## src/pkg/gdm_pkg.sv

```systemverilog
// Purpose: shared types and constants of the bus message handler
// Assumes: bus commands arrive decoded as one-cycle pulses on clock
// Notes:   frequencies are held in units of 0.1 Hz
// Function
// - result bytes: sign, five digits, E, signed exponent, then CR and LF
// - values in base units, decimal point after fifth digit, at most 4e9
// - errors use the same layout, +900ccE+05, code in last two digits
// - selected clear counts only when listening; universal clear always counts
// - a clear drops pending service request, condition becomes code error only
// - a clear loads sweep, frequency, step, level measurement, filter defaults
// - a clear clears status, reads right display, free run, no lockout, linear
// - group trigger in remote and listening runs one settled cycle
// - remote enabled by REN, remote entered at first listen addressing
// - entering remote forces free run only; remote lamp lit while remote
// - addressed lamp lit whenever addressed, remote or local
// - go-to-local while listening returns local, keeps lockout armed
// - remote to local changes no settings; local runs free; lamp off
// - lockout in remote disables local and clear keys; else clear triggers in remote only
// - lockout received in local with REN applies at first listen addressing
// - lockout released only by controller, power cycle or cable loss
// - REN false returns local, drops lockout, remote lamp off
// - take-control and pass control are ignored entirely
// - settled trigger waits a settling delay before measuring
package gdm_pkg;

  localparam int unsigned CLK_NS = 8;  // 125 MHz

  typedef enum logic [1:0] {TRIG_FREE, TRIG_HOLD, TRIG_IMMED, TRIG_SETTLED} gdm_trig_e;
  typedef enum logic [1:0] {MEAS_AC, MEAS_SINAD, MEAS_DIST, MEAS_DC} gdm_meas_e;
  typedef enum logic [1:0] {PH_IDLE, PH_SETTLE, PH_MEAS, PH_SEND} gdm_ph_e;

  // measurement result as handed over by the measuring engine
  typedef struct packed {
    logic            neg;
    logic [4:0][3:0] dig;      // bcd, dig[4] most significant
    logic            exp_neg;
    logic [1:0][3:0] expo;     // bcd exponent
    logic            err;
    logic [1:0][3:0] code;     // bcd error code
  } gdm_res_s;

  // decoded bus commands, one-cycle pulses
  typedef struct packed {
    logic dcl;
    logic sdc;
    logic get;
    logic gtl;
    logic llo;
  } gdm_cmd_s;

  // bus levels
  typedef struct packed {
    logic ren;
    logic lstn;
    logic tlk;
    logic attached;
  } gdm_bus_s;

  // front-panel lamps and key disables
  typedef struct packed {
    logic remote;
    logic addressed;
    logic local_key_off;
    logic clear_key_off;
  } gdm_ind_s;

  // settings word
  typedef struct packed {
    logic [20:0] rsvd;         // pads the word to 32 bits
    logic [2:0]  srq_cond;     // bit0 data ready, bit1 code error, bit2 instr error
    logic        read_right;
    logic        log_scale;
    logic        ratio;
    logic [1:0]  hpbp;
    logic        lp80;
    gdm_meas_e   meas_fn;
  } gdm_ctrl_s;

  // register byte addresses
  localparam logic [7:0] REG_START = 8'h00;
  localparam logic [7:0] REG_STOP  = 8'h04;
  localparam logic [7:0] REG_FREQ  = 8'h08;
  localparam logic [7:0] REG_STEP  = 8'h0c;
  localparam logic [7:0] REG_CTRL  = 8'h10;
  localparam logic [7:0] REG_STAT  = 8'h14;

  // defaults loaded by a clear
  localparam logic [31:0] START_DEF = 32'h0000_00c8;  // 20 Hz
  localparam logic [31:0] STOP_DEF  = 32'h0003_0d40;  // 20 kHz
  localparam logic [31:0] FREQ_DEF  = 32'h0000_2710;  // 1000.0 Hz
  localparam logic [31:0] STEP_DEF  = 32'h0000_2710;  // 1000.0 Hz
  localparam logic [2:0]  SRQ_COND_DEF = 3'h2;
  localparam logic [1:0]  HPBP_OFF  = 2'h0;

  // output string
  localparam logic [7:0] CH_PLUS  = 8'h2b;
  localparam logic [7:0] CH_MINUS = 8'h2d;
  localparam logic [7:0] CH_E     = 8'h45;
  localparam logic [7:0] CH_ZERO  = 8'h30;
  localparam logic [7:0] CH_CR    = 8'h0d;
  localparam logic [7:0] CH_LF    = 8'h0a;
  localparam logic [3:0] POS_SIGN = 4'h0;
  localparam logic [3:0] POS_DIG0 = 4'h1;
  localparam logic [3:0] POS_E    = 4'h6;
  localparam logic [3:0] POS_ESGN = 4'h7;
  localparam logic [3:0] POS_EHI  = 4'h8;
  localparam logic [3:0] POS_ELO  = 4'h9;
  localparam logic [3:0] POS_CR   = 4'ha;
  localparam logic [3:0] POS_LF   = 4'hb;
  localparam logic [3:0] ERR_D9   = 4'h9;
  localparam logic [3:0] ERR_D0   = 4'h0;
  localparam logic [7:0] ERR_EXP  = 8'h05;
  localparam logic [63:0] MAG_MAX = 64'h0000_0000_ee6b_2800;  // 4 000 000 000

endpackage : gdm_pkg

```

## src/logic/gdm_core.sv

```systemverilog
// Purpose: remote/local/lockout control, clear and trigger handling,
//          measurement sequencing and result string output
// Assumes: bus commands decoded outside; measuring engine outside
// Notes:   settings reachable over a plain register port
`timescale 1ns/1ps
module gdm_core #(
  parameter int unsigned SETTLE_NS      = 100000,
  parameter logic [7:0]  ERR_RANGE_CODE = 8'h01
) (
  // clock and reset
  input  wire logic              clock,
  input  wire logic              rst_n,
  // bus commands and levels
  input  wire gdm_pkg::gdm_cmd_s cmd,
  input  wire gdm_pkg::gdm_bus_s bus,
  // program trigger codes
  input  wire logic              prog_valid,
  input  wire gdm_pkg::gdm_trig_e prog_code,
  // front-panel keys, one-cycle pulses
  input  wire logic              local_key,
  input  wire logic              clear_key,
  // measuring engine
  output logic                   meas_go,
  output logic                   meas_settled,
  input  wire logic              meas_done,
  input  wire gdm_pkg::gdm_res_s meas_res,
  // source handshake for result bytes
  output logic                   tx_valid,
  output logic [7:0]             tx_data,
  output logic                   tx_last,
  input  wire logic              tx_ready,
  // service request side
  output logic                   srq_clr,
  output logic                   stb_clr,
  // lamps and key disables
  output gdm_pkg::gdm_ind_s      ind,
  // register port
  input  wire logic [7:0]        reg_addr,
  input  wire logic [31:0]       reg_wdata,
  input  wire logic              reg_wr,
  input  wire logic              reg_rd,
  output logic [31:0]            reg_rdata
);
  import gdm_pkg::*;

  localparam int unsigned SETTLE_RAW = (SETTLE_NS + CLK_NS - 1) / CLK_NS;
  localparam int unsigned SETTLE_CYC = (SETTLE_RAW < 1) ? 1 : SETTLE_RAW;
  localparam int unsigned CW         = $clog2(SETTLE_CYC + 1);

  typedef struct packed {
    logic           rem;
    logic           lock;
    logic           lstn_p;
    logic           adr;
    gdm_trig_e      trig;
    gdm_ph_e        ph;
    logic           settled;
    logic [CW-1:0]  cnt;
    gdm_res_s       res;
    logic [3:0]     pos;
    logic [7:0]     txd;
    logic [31:0]    start;
    logic [31:0]    stop;
    logic [31:0]    freq;
    logic [31:0]    step;
    gdm_ctrl_s      ctrl;
    logic [31:0]    rdata;
    logic           go;
    logic           srq_clr;
    logic           stb_clr;
  } gdm_st_s;

  localparam gdm_ctrl_s CTRL_DEF = '{
    rsvd:       21'h0,
    srq_cond:   SRQ_COND_DEF,
    read_right: 1'b1,
    log_scale:  1'b0,
    ratio:      1'b0,
    hpbp:       HPBP_OFF,
    lp80:       1'b1,
    meas_fn:    MEAS_AC
  };

  gdm_st_s   q;
  gdm_st_s   d;
  logic      clr;
  logic      lstn_rise;
  logic      keys_live;
  logic      go_settle;
  logic      go_imm;
  logic      tx_fire;
  logic      ld;
  logic      adv;
  gdm_trig_e eff;
  gdm_res_s  fmt_res;
  logic [3:0] fmt_pos;
  logic [7:0] fmt_byte;

  // handshake outputs are combinational from state and the talk level
  assign tx_valid = (q.ph == PH_SEND) && bus.tlk;
  assign tx_fire  = tx_valid && tx_ready;
  assign tx_data  = q.txd;
  assign tx_last  = tx_valid && (q.pos == POS_LF);

  // string position advance; byte registered one cycle ahead of offer
  assign ld      = (q.ph == PH_MEAS) && meas_done;
  assign adv     = tx_fire && (q.pos != POS_LF);
  assign fmt_res = ld ? meas_res : q.res;
  assign fmt_pos = ld ? POS_SIGN : (adv ? q.pos + 4'h1 : q.pos);

  gdm_fmt #(
    .ERR_RANGE_CODE (ERR_RANGE_CODE)
  ) u_fmt (
    .res    (fmt_res),
    .pos    (fmt_pos),
    .byte_o (fmt_byte)
  );

  // next-state logic
  always_comb begin
    d         = q;
    d.go      = 1'b0;
    d.srq_clr = 1'b0;
    d.stb_clr = 1'b0;
    d.rdata   = 32'h0;
    d.res     = fmt_res;
    d.pos     = fmt_pos;
    d.txd     = fmt_byte;
    d.lstn_p  = bus.lstn;
    d.adr     = bus.lstn | bus.tlk;
    go_settle = 1'b0;
    go_imm    = 1'b0;
    clr       = cmd.dcl | (cmd.sdc & bus.lstn);
    lstn_rise = bus.lstn & ~q.lstn_p;
    keys_live = q.rem & ~q.lock;
    eff       = q.rem ? q.trig : TRIG_FREE;  // local always runs free

    // software writes to settings
    if (reg_wr) begin
      case (reg_addr)
        REG_START: d.start = reg_wdata;
        REG_STOP:  d.stop  = reg_wdata;
        REG_FREQ:  d.freq  = reg_wdata;
        REG_STEP:  d.step  = reg_wdata;
        REG_CTRL:  d.ctrl  = gdm_ctrl_s'({22'h0, reg_wdata[9:0]});
        default:   d.ctrl  = d.ctrl;
      endcase
    end

    // read data stand only in the cycle after the strobe
    if (reg_rd) begin
      case (reg_addr)
        REG_START: d.rdata = q.start;
        REG_STOP:  d.rdata = q.stop;
        REG_FREQ:  d.rdata = q.freq;
        REG_STEP:  d.rdata = q.step;
        REG_CTRL:  d.rdata = q.ctrl;
        REG_STAT:  d.rdata = {24'h0, q.ph, q.trig, bus.ren, q.adr, q.lock, q.rem};
        default:   d.rdata = 32'h0;
      endcase
    end

    // remote/local state; of the settings only trig is touched here, set to free run on remote entry
    if (!bus.ren || !bus.attached) begin
      d.rem  = 1'b0;
      d.lock = 1'b0;
    end else begin
      if (cmd.llo) begin
        d.lock = 1'b1;  // armed in local too
      end
      if (lstn_rise && !q.rem) begin
        d.rem  = 1'b1;
        d.trig = TRIG_FREE;
      end
      if (cmd.gtl && bus.lstn) begin
        d.rem = 1'b0;  // lockout stays armed
      end
      if (local_key && keys_live) begin
        d.rem = 1'b0;  // keys never release a lockout
      end
    end

    // trigger sources
    if (cmd.get && q.rem && bus.lstn) begin
      go_settle = 1'b1;
    end
    if (clear_key && keys_live) begin
      go_settle = 1'b1;
    end
    if (prog_valid && q.rem && bus.lstn) begin
      d.trig = prog_code;
      if (prog_code == TRIG_SETTLED) begin
        go_settle = 1'b1;
      end
      if (prog_code == TRIG_IMMED) begin
        go_imm = 1'b1;
      end
    end
    // take-control is not decoded at all: no controller function

    // clear restores the fixed default state
    if (clr) begin
      d.start   = START_DEF;
      d.stop    = STOP_DEF;
      d.freq    = FREQ_DEF;
      d.step    = STEP_DEF;
      d.ctrl    = CTRL_DEF;
      d.trig    = TRIG_FREE;
      d.lock    = 1'b0;
      d.srq_clr = 1'b1;
      d.stb_clr = 1'b1;
    end

    // measurement sequencer; a new trigger restarts any cycle in progress
    if (go_settle) begin
      d.ph      = PH_SETTLE;
      d.settled = 1'b1;
      d.cnt     = CW'(SETTLE_CYC - 1);
    end else if (go_imm) begin
      d.ph      = PH_MEAS;
      d.settled = 1'b0;
      d.go      = 1'b1;
    end else if (clr || (prog_valid && q.rem && bus.lstn)) begin
      d.ph = PH_IDLE;  // mode change: start over from idle
    end else begin
      case (q.ph)
        PH_IDLE: begin
          if (eff == TRIG_FREE) begin
            d.ph      = PH_MEAS;
            d.settled = 1'b0;
            d.go      = 1'b1;
          end
        end
        PH_SETTLE: begin
          if (q.cnt == '0) begin
            d.ph = PH_MEAS;
            d.go = 1'b1;
          end else begin
            d.cnt = q.cnt - CW'(1);
          end
        end
        PH_MEAS: begin
          if (meas_done) begin
            d.ph = PH_SEND;
          end
        end
        PH_SEND: begin
          if (tx_fire && q.pos == POS_LF) begin
            d.ph = PH_IDLE;  // LF closes the string
          end else if (eff == TRIG_FREE && !bus.tlk && q.pos == POS_SIGN) begin
            d.ph = PH_IDLE;  // nobody reading: free run measures again
          end
        end
        default: d.ph = PH_IDLE;
      endcase
    end
  end

  // state register; power cycle is the reset, which also frees a lockout
  always_ff @(posedge clock or negedge rst_n) begin
    if (!rst_n) begin
      q         <= '0;
      q.trig    <= TRIG_FREE;
      q.ph      <= PH_IDLE;
      q.start   <= START_DEF;
      q.stop    <= STOP_DEF;
      q.freq    <= FREQ_DEF;
      q.step    <= STEP_DEF;
      q.ctrl    <= CTRL_DEF;
      q.res     <= '0;
    end else begin
      q <= d;
    end
  end

  // outputs
  assign meas_go           = q.go;
  assign meas_settled      = q.settled;
  assign srq_clr           = q.srq_clr;
  assign stb_clr           = q.stb_clr;
  assign reg_rdata         = q.rdata;
  assign ind.remote        = q.rem;
  assign ind.addressed     = q.adr;
  assign ind.local_key_off = q.rem & q.lock;
  assign ind.clear_key_off = q.rem & q.lock;

endmodule // gdm_core

```

## src/logic/gdm_fmt.sv

```systemverilog
// Purpose: picks one byte of the twelve-byte result string
// Assumes: result held stable while the string is sent
// Notes:   out-of-range values are reported as an error string
`timescale 1ns/1ps
module gdm_fmt #(
  parameter logic [7:0] ERR_RANGE_CODE = 8'h01
) (
  // source
  input  wire gdm_pkg::gdm_res_s res,
  input  wire logic [3:0]        pos,
  // byte out
  output logic [7:0]             byte_o
);
  import gdm_pkg::*;

  logic [63:0] mant;
  logic [63:0] scale;
  logic        over;
  logic [4:0][3:0] dg;
  logic [7:0]  ecode;
  logic        is_err;

  // magnitude check against the largest legal value
  always_comb begin
    mant = 64'(res.dig[4]) * 64'h2710 + 64'(res.dig[3]) * 64'h3e8
         + 64'(res.dig[2]) * 64'h64 + 64'(res.dig[1]) * 64'ha + 64'(res.dig[0]);
    scale = 64'h1;
    for (int i = 0; i < 10; i++) begin
      if (4'(i) < res.expo[0]) begin
        scale = scale * 64'ha;
      end
    end
    over = 1'b0;
    if (!res.exp_neg && mant != 64'h0) begin
      if (res.expo[1] != 4'h0 || mant * scale > MAG_MAX) begin
        over = 1'b1;
      end
    end
  end

  // error strings force +900ccE+05, code recovered as (v - 9e9) / 1e5
  always_comb begin
    is_err = res.err | over;
    ecode  = res.err ? {res.code[1], res.code[0]} : ERR_RANGE_CODE;
    dg     = is_err ? {ERR_D9, ERR_D0, ERR_D0, ecode[7:4], ecode[3:0]} : res.dig;
    byte_o = CH_ZERO;
    case (pos)
      POS_SIGN: byte_o = (res.neg && !is_err) ? CH_MINUS : CH_PLUS;
      POS_E:    byte_o = CH_E;
      POS_ESGN: byte_o = (res.exp_neg && !is_err) ? CH_MINUS : CH_PLUS;
      POS_EHI:  byte_o = CH_ZERO | 8'(is_err ? ERR_EXP[7:4] : res.expo[1]);
      POS_ELO:  byte_o = CH_ZERO | 8'(is_err ? ERR_EXP[3:0] : res.expo[0]);
      POS_CR:   byte_o = CH_CR;
      POS_LF:   byte_o = CH_LF;
      default: begin
        if (pos >= POS_DIG0 && pos < POS_E) begin
          byte_o = CH_ZERO | 8'(dg[3'(POS_E - pos - 4'h1)]);  // leading zeros kept
        end
      end
    endcase
  end

endmodule // gdm_fmt

```

## config.mk

```make
export PLATFORM = sky130hd
export DESIGN_NAME = gdm_core
export DESIGN_NICKNAME = d
export VERILOG_FILES = /design/src/pkg/gdm_pkg.sv /design/src/logic/gdm_core.sv /design/src/logic/gdm_fmt.sv
export SDC_FILE = /design/constraint.sdc
export NUM_CORES = 2
export LEC_CHECK = 0
export CORE_AREA = 2 2 338 340
export CTS_BUF_LIST = sky130_fd_sc_hd__clkbuf_16
export CTS_CLUSTER_DIAMETER = 30
export DETAILED_ROUTE_END_ITERATION = 10
export DIE_AREA = 0 0 340 342
export DONT_BUFFER_PORTS = 1
export SYNTH_ARGS = -nofsm -noshare
export SYNTH_HDL_FRONTEND = slang
export SYNTH_HIERARCHICAL = 1
export SYNTH_SLANG_ARGS = --single-unit
```

## constraint.sdc

```tcl
create_clock -name clock -period 28.4 [get_ports clock]
set_clock_uncertainty 0.15 [all_clocks]
set_input_delay 2.84 -clock clock [delete_from_list [all_inputs] [get_ports clock]]
set_output_delay 2.84 -clock clock [all_outputs]
set_load 0.03 [all_outputs]
```

# --- Yosys cells after proc, flatten, opt, wreduce, memory -nomap -nowiden ---
# Cells that the tools add are included.
totals:
  out_inout_bits: 50
  ramBits: 0
  romBits: 0
  latchBits: 0
  reg_bits: 269
  memories: 0
  word_cells: 240
  inputBits: 99
op_classes:
  shift: 0
  n_mul: 14
  n_mux: 72
  n_div: 0
  n_eq_ne: 27
  n_reduce_logical: 58
  n_bitwise: 9
  magnitude_cmp: 14
  n_addsub: 8
op_table:
  columns: ["operator", "n"]
  rows:
  - ["64-bit 2-to-1 mux", 9]
  - ["64-bit by 3-bit multiplier with 63-bit output (second input constant)", 8]
  - ["160-bit 2-to-1 mux", 2]
  - ["32-bit 2-to-1 mux", 6]
  - ["32-bit case mux with 6 select lines", 1]
  - ["64-bit by 11-bit adder with 64-bit output", 1]
  - ["64-bit by 4-bit adder with 64-bit output", 1]
  - ["64-bit by 8-bit adder with 64-bit output", 1]
  - ["64-bit by 32-bit > comparator with 1-bit output (second input constant)", 1]
  - ["64-bit by 64-bit multiplier with 64-bit output", 1]
  - ["64-bit nonzero test", 1]
  - ["8-bit case mux with 7 select lines", 1]
  - ["14-bit 2-to-1 mux", 3]
  - ["39-bit 2-to-1 mux", 1]
  - ["4-bit 2-to-1 mux", 7]
  - ["2-bit 2-to-1 mux", 12]
  - ["4-bit == test (second input constant)", 5]
  - ["1-bit logical AND", 20]
  - ["20-bit 2-to-1 mux", 1]
  - ["18-bit by 14-bit adder with 19-bit output", 1]
  - ["1-bit 2-to-1 mux", 19]
  - ["17-bit 2-to-1 mux", 1]
  - ["8-bit by 4-bit == test with 1-bit output (second input constant)", 2]
  - ["8-bit by 5-bit == test with 1-bit output (second input constant)", 2]
  - ["other kinds (47)", 95]

# --- Depth between registers and ports, before layout ---
depth:
  word_depth: 34
  mapped_depth: 110
  ltp_nobuf: 103

# --- Cells and area by module ---
# Netlist, hierarchy kept.
by_module_without_submodules:
  columns: ["module", "n_inst", "seq_area_each_um2", "cells_per_inst", "area_per_inst_um2"]
  rows:
  - ["gdm_fmt", 1, 0.0, 4850, 38836.0]
  - ["gdm_core", 1, 6183.4, 952, 11364.6]

# --- Least setup slack after synthesis ---
# Ideal clock, no wire load.
synth_timing:
  kind: "input to register"
  startpoint: "input port meas_done"
  endpoint: "register q (netlist bit tx_data[2])"
  required_time_ps: 28119
  stages: 100
  path_buffers: 5
  arrival_time_ps: 24163
  setup_time_ps: 131
  setup_slack_ps: 3955
  cell_sequence: "nor3b_2 -> clkbuf_1 -> mux2_2 -> buf_2 -> nor2_1 -> nand3_1 -> ha_1 -> clkbuf_1 -> xnor2_1 -> ha_1 -> ha_1 -> fa_1 -> a21oi_1 -> inv_1 -> ha_1 -> ha_1 -> a21oi_1 -> o21ai_0 -> [64 not listed] -> fa_1 -> inv_1 -> ha_1 -> clkbuf_1 -> nand4_1 -> nor4_1 -> a21oi_1 -> a21o_1 -> a21oi_1 -> o2111a_1 -> o311ai_0 -> nor4_1 -> and4_1 -> nand4_2 -> and2_4 -> buf_6 -> o31ai_4 -> o211ai_2"
synth_rtl:
  columns: ["element", "line", "source"]
  rows:
  - ["from (decl)", "gdm_core.sv:25", "input wire logic meas_done,"]
  - ["to (decl)", "gdm_core.sv:84", "gdm_st_s q;"]

==> summary.md <==
| Metric | Value |
|---|---|
| Final Non-Filler Cells | `7170` |
| CP max stage delay | `0.59 ns` |
| Cell with the most instances after synthesis | `inv_1` |
| Initial antenna violation count | `11` |
| HP Class | `reg2reg` |
| Layout fillers | `10900` |
| I/O pin count | `149` |
| RR Startpoint | `q[262]` |
| DRC Markers | `0` |
| Largest net degree at the start of global routing | `247` |
| Final period util | `94.3%` |
| Max-cap violation count | `0` |
| Maximum number of buffers from clock root to sink | `3` |
| Mean Syn Cell Area | `8.65 um^2` |
| Reg2reg end | `tx_data[3]` |
| Routed Wire Length | `143000 um` |
| Wire per inst | `19.9 um` |
| Routed Antenna Nets | `0` |
| Hold Path End | `q[147]` |
| CTS tree | `done` |
| Nature of the critical path endpoint | `flip-flop` |
| DRT iter0 DRCs | `3038` |
| Setup TNS | `0 ns` |
| Status | `finished clean` |
| Biggest area consumer among synthesized cells | `fa_1` |
| Placed cell count | `7081` |
| Core area | `0.113 mm^2` |
| Core Rows | `124` |
| Clock buffer count from CTS | `48` |
| Vias in the first global route | `41200` |
| Layout cells sized above 1 | `6.95%` |
| Mapped Cells | `5802` |
| HP Start | `q[147]` |
| Ys flop type | `dfrtp_1` |
| Reg area | `0.00618 mm^2` |
| Critical Path AT | `27.05 ns` |
| RSZ-0062 raised after global routing | `false` |
| H-tree depth | `2` |
| Root Driver | `clkbuf_16` |
| IO buf count | `0` |
| Register-to-Register Setup Slack | `3.34 ns` |
| Slew Viols, Final | `0` |
| Final setup fails | `0` |
| Register area share after synthesis | `12.3%` |
| Vias | `39900` |
| Max Freq | `37.4 MHz` |
| Most used cell, CP | `ha_1` |
| CP Max Fanout | `19` |
| GR Overflow Total | `0` |
| Synth-to-layout area growth | `5.57%` |
| Die area | `0.116 mm^2` |
| Worst Setup SP | `meas_done` |
| Clk sinks | `246` |
| Post-DP HPWL | `111000 um` |
| Synthesis Warnings | `6` |
| Placer Congestion | `0.913` |
| WHS Path Cells | `2` |
| First-pass GRT wire length | `233000 um` |
| Slew margin rel. | `8.71%` |
| Die width | `340 um` |
| Commonest cells post-synth | `inv_1, nand2_1, fa_1` |
| Crit-path leading delay family | `adder cells` |
| Worst EP required | `28.68 ns` |
| Synth top area share | `26.4%` |
| Die Y | `342 um` |
| Via density | `5.57` |
| Area of the multi-input gates | `0.0393 mm^2` |
| CP bufs+invs | `10` |
| Worst Tran Pin Value | `1.36 ns` |
| Clock Latency Late Sink | `0.53 ns` |
| Synth cell types | `120` |
| Asr flop ratio synth | `100%` |
| Number of synthesized flops with an enable pin | `0` |
| Cell Area, Synth | `0.0502 mm^2` |
| Initial Util | `44.4%` |
| Period minus WS final | `26.77 ns` |
| Hold buffer count at cts | `0` |
| Post-layout nets | `6938` |
| Synth area leaders | `fa_1, ha_1, dfrtp_1, inv_1, nand2_1` |
| FF+latch count, synth | `246` |
| GRT Util Overall | `25.0%` |
| Worst-case reg-to-reg path depth | `99` |
| Crit-path slowest cell | `mux2_2` |
| DRT Pass-1 Iters | `6` |
| CP Launch Type | `input pin` |
| Kind of critical path | `in2reg` |
| Reg clk slew, reported paths | `0.05 ns` |
| Count of final hold-check violations | `0` |
## repair_timing
item | in CTS | in global routing
setup buffers | 0 | 0
gates resized for setup | 0 | 9
endpoints found under the hold margin | 0 | 0
endpoints found under the setup margin | 0 | 4
## state kept, by name, summed over array words and instances (netlist names)
name and count:
q 201, reg_rdata 32, tx_data 8, ind 2
meas_go 1, meas_settled 1, srq_clr 1
## worst register-to-register path: cells and delay by family (launching register included)
kind / cells / cell delay, ns
fa+ha+maj: 24 / 8.68
compound gates: 35 / 8.24
simple gates: 21 / 4.43
mux: 3 / 1.13
xor+xnor: 5 / 1.04
buf+inv: 11 / 0.82
flops: 1 / 0.42
## layer usage
layer / wire, um / vias up / share of wire, % / track usage, %
met2: 67400 / 1200 / 47 / 42.2
li1: - / 18500 / - / -
met5: 13 / - / 0.0091 / 0
met1: 63000 / 20000 / 44 / 34.4
met3: 8420 / 210 / 5.9 / 2.61
met4: 3750 / 2 / 2.6 / 6.04
## how the worst max path moves through the flow
stage                  to  cells after the start
2_1_floorplan  tx_data[2]                    100
3_3_place_gp   tx_data[3]                     93
3_5_place_dp   tx_data[3]                     94
4_1_cts        tx_data[3]                     90
5_1_grt        tx_data[3]                     99
6_report       tx_data[3]                     98
## area by class of cell
| class | count | share of cell area (%) |
|---|---|---|
| multi-input cells | 4321 | 74.1 |
| clock buffers | 48 | 2.27 |
| well taps | 1512 | 3.57 |
| flip-flops and latches | 246 | 11.7 |
| inverters | 936 | 6.63 |
| diodes | 1 | 0.00472 |
| repair buffers | 66 | 0.935 |
| clock inverters | 40 | 0.812 |
## layout by cell type, fill, tap and decap left out, types with 13 or more instances in the layout
cell / n
dfrtp_1: 224
nand3_1: 110
fa_1: 662
nor3_1: 71
xnor2_2: 14
or3_1: 31
nor2b_1: 115
nor2_1: 386
mux2i_1: 152
inv_1: 937
o21ai_0: 151
o21ai_1: 13
nand2_1: 750
mux4_2: 32
xnor2_1: 106
mux2_2: 74
o31ai_1: 15
o21bai_1: 36
a21o_1: 91
nand4_1: 47
o21a_1: 39
ha_1: 557
or2_2: 20
clkbuf_16: 48
o22ai_1: 17
a21oi_1: 258
nor4_1: 24
a211oi_1: 29
and3_1: 27
buf_4: 66
and2_1: 82
dfstp_2: 22
or4_1: 13
a31oi_1: 30
nand2b_1: 63
xor2_1: 47
## metrics by stage
step	area [um^2]	util [%]	worst slack (ns)	hold slack [ns]
2_1_floorplan	50200	-	3.96	0.312
4_1_cts	53000	46.8	1.35	0.333
3_3_place_gp	51300	45.4	1.00	0.318
6_report	53000	46.9	1.63	0.333
5_1_grt	53000	46.9	0.0123	0.343
3_5_place_dp	51300	45.4	0.888	0.327
## kinds of logic after synthesis
logic type               Yosys count  synth area share [%]
multiplexers                     262                  6.21
buffers and inverters           1236                  9.92
AND/OR/NAND/NOR                 1804                  16.8
adder cells (fa/ha/maj)         1220                  40.3
AO/OA/AOI/OAI                    863                  11.4
XOR/XNOR                         170                  2.98
flip-flops                       246                  12.3
other                              1               0.00747
Power is left out: the tool's default activity adds up to more than one toggle a clock period on the data nets, which glitch-free logic cannot reach.
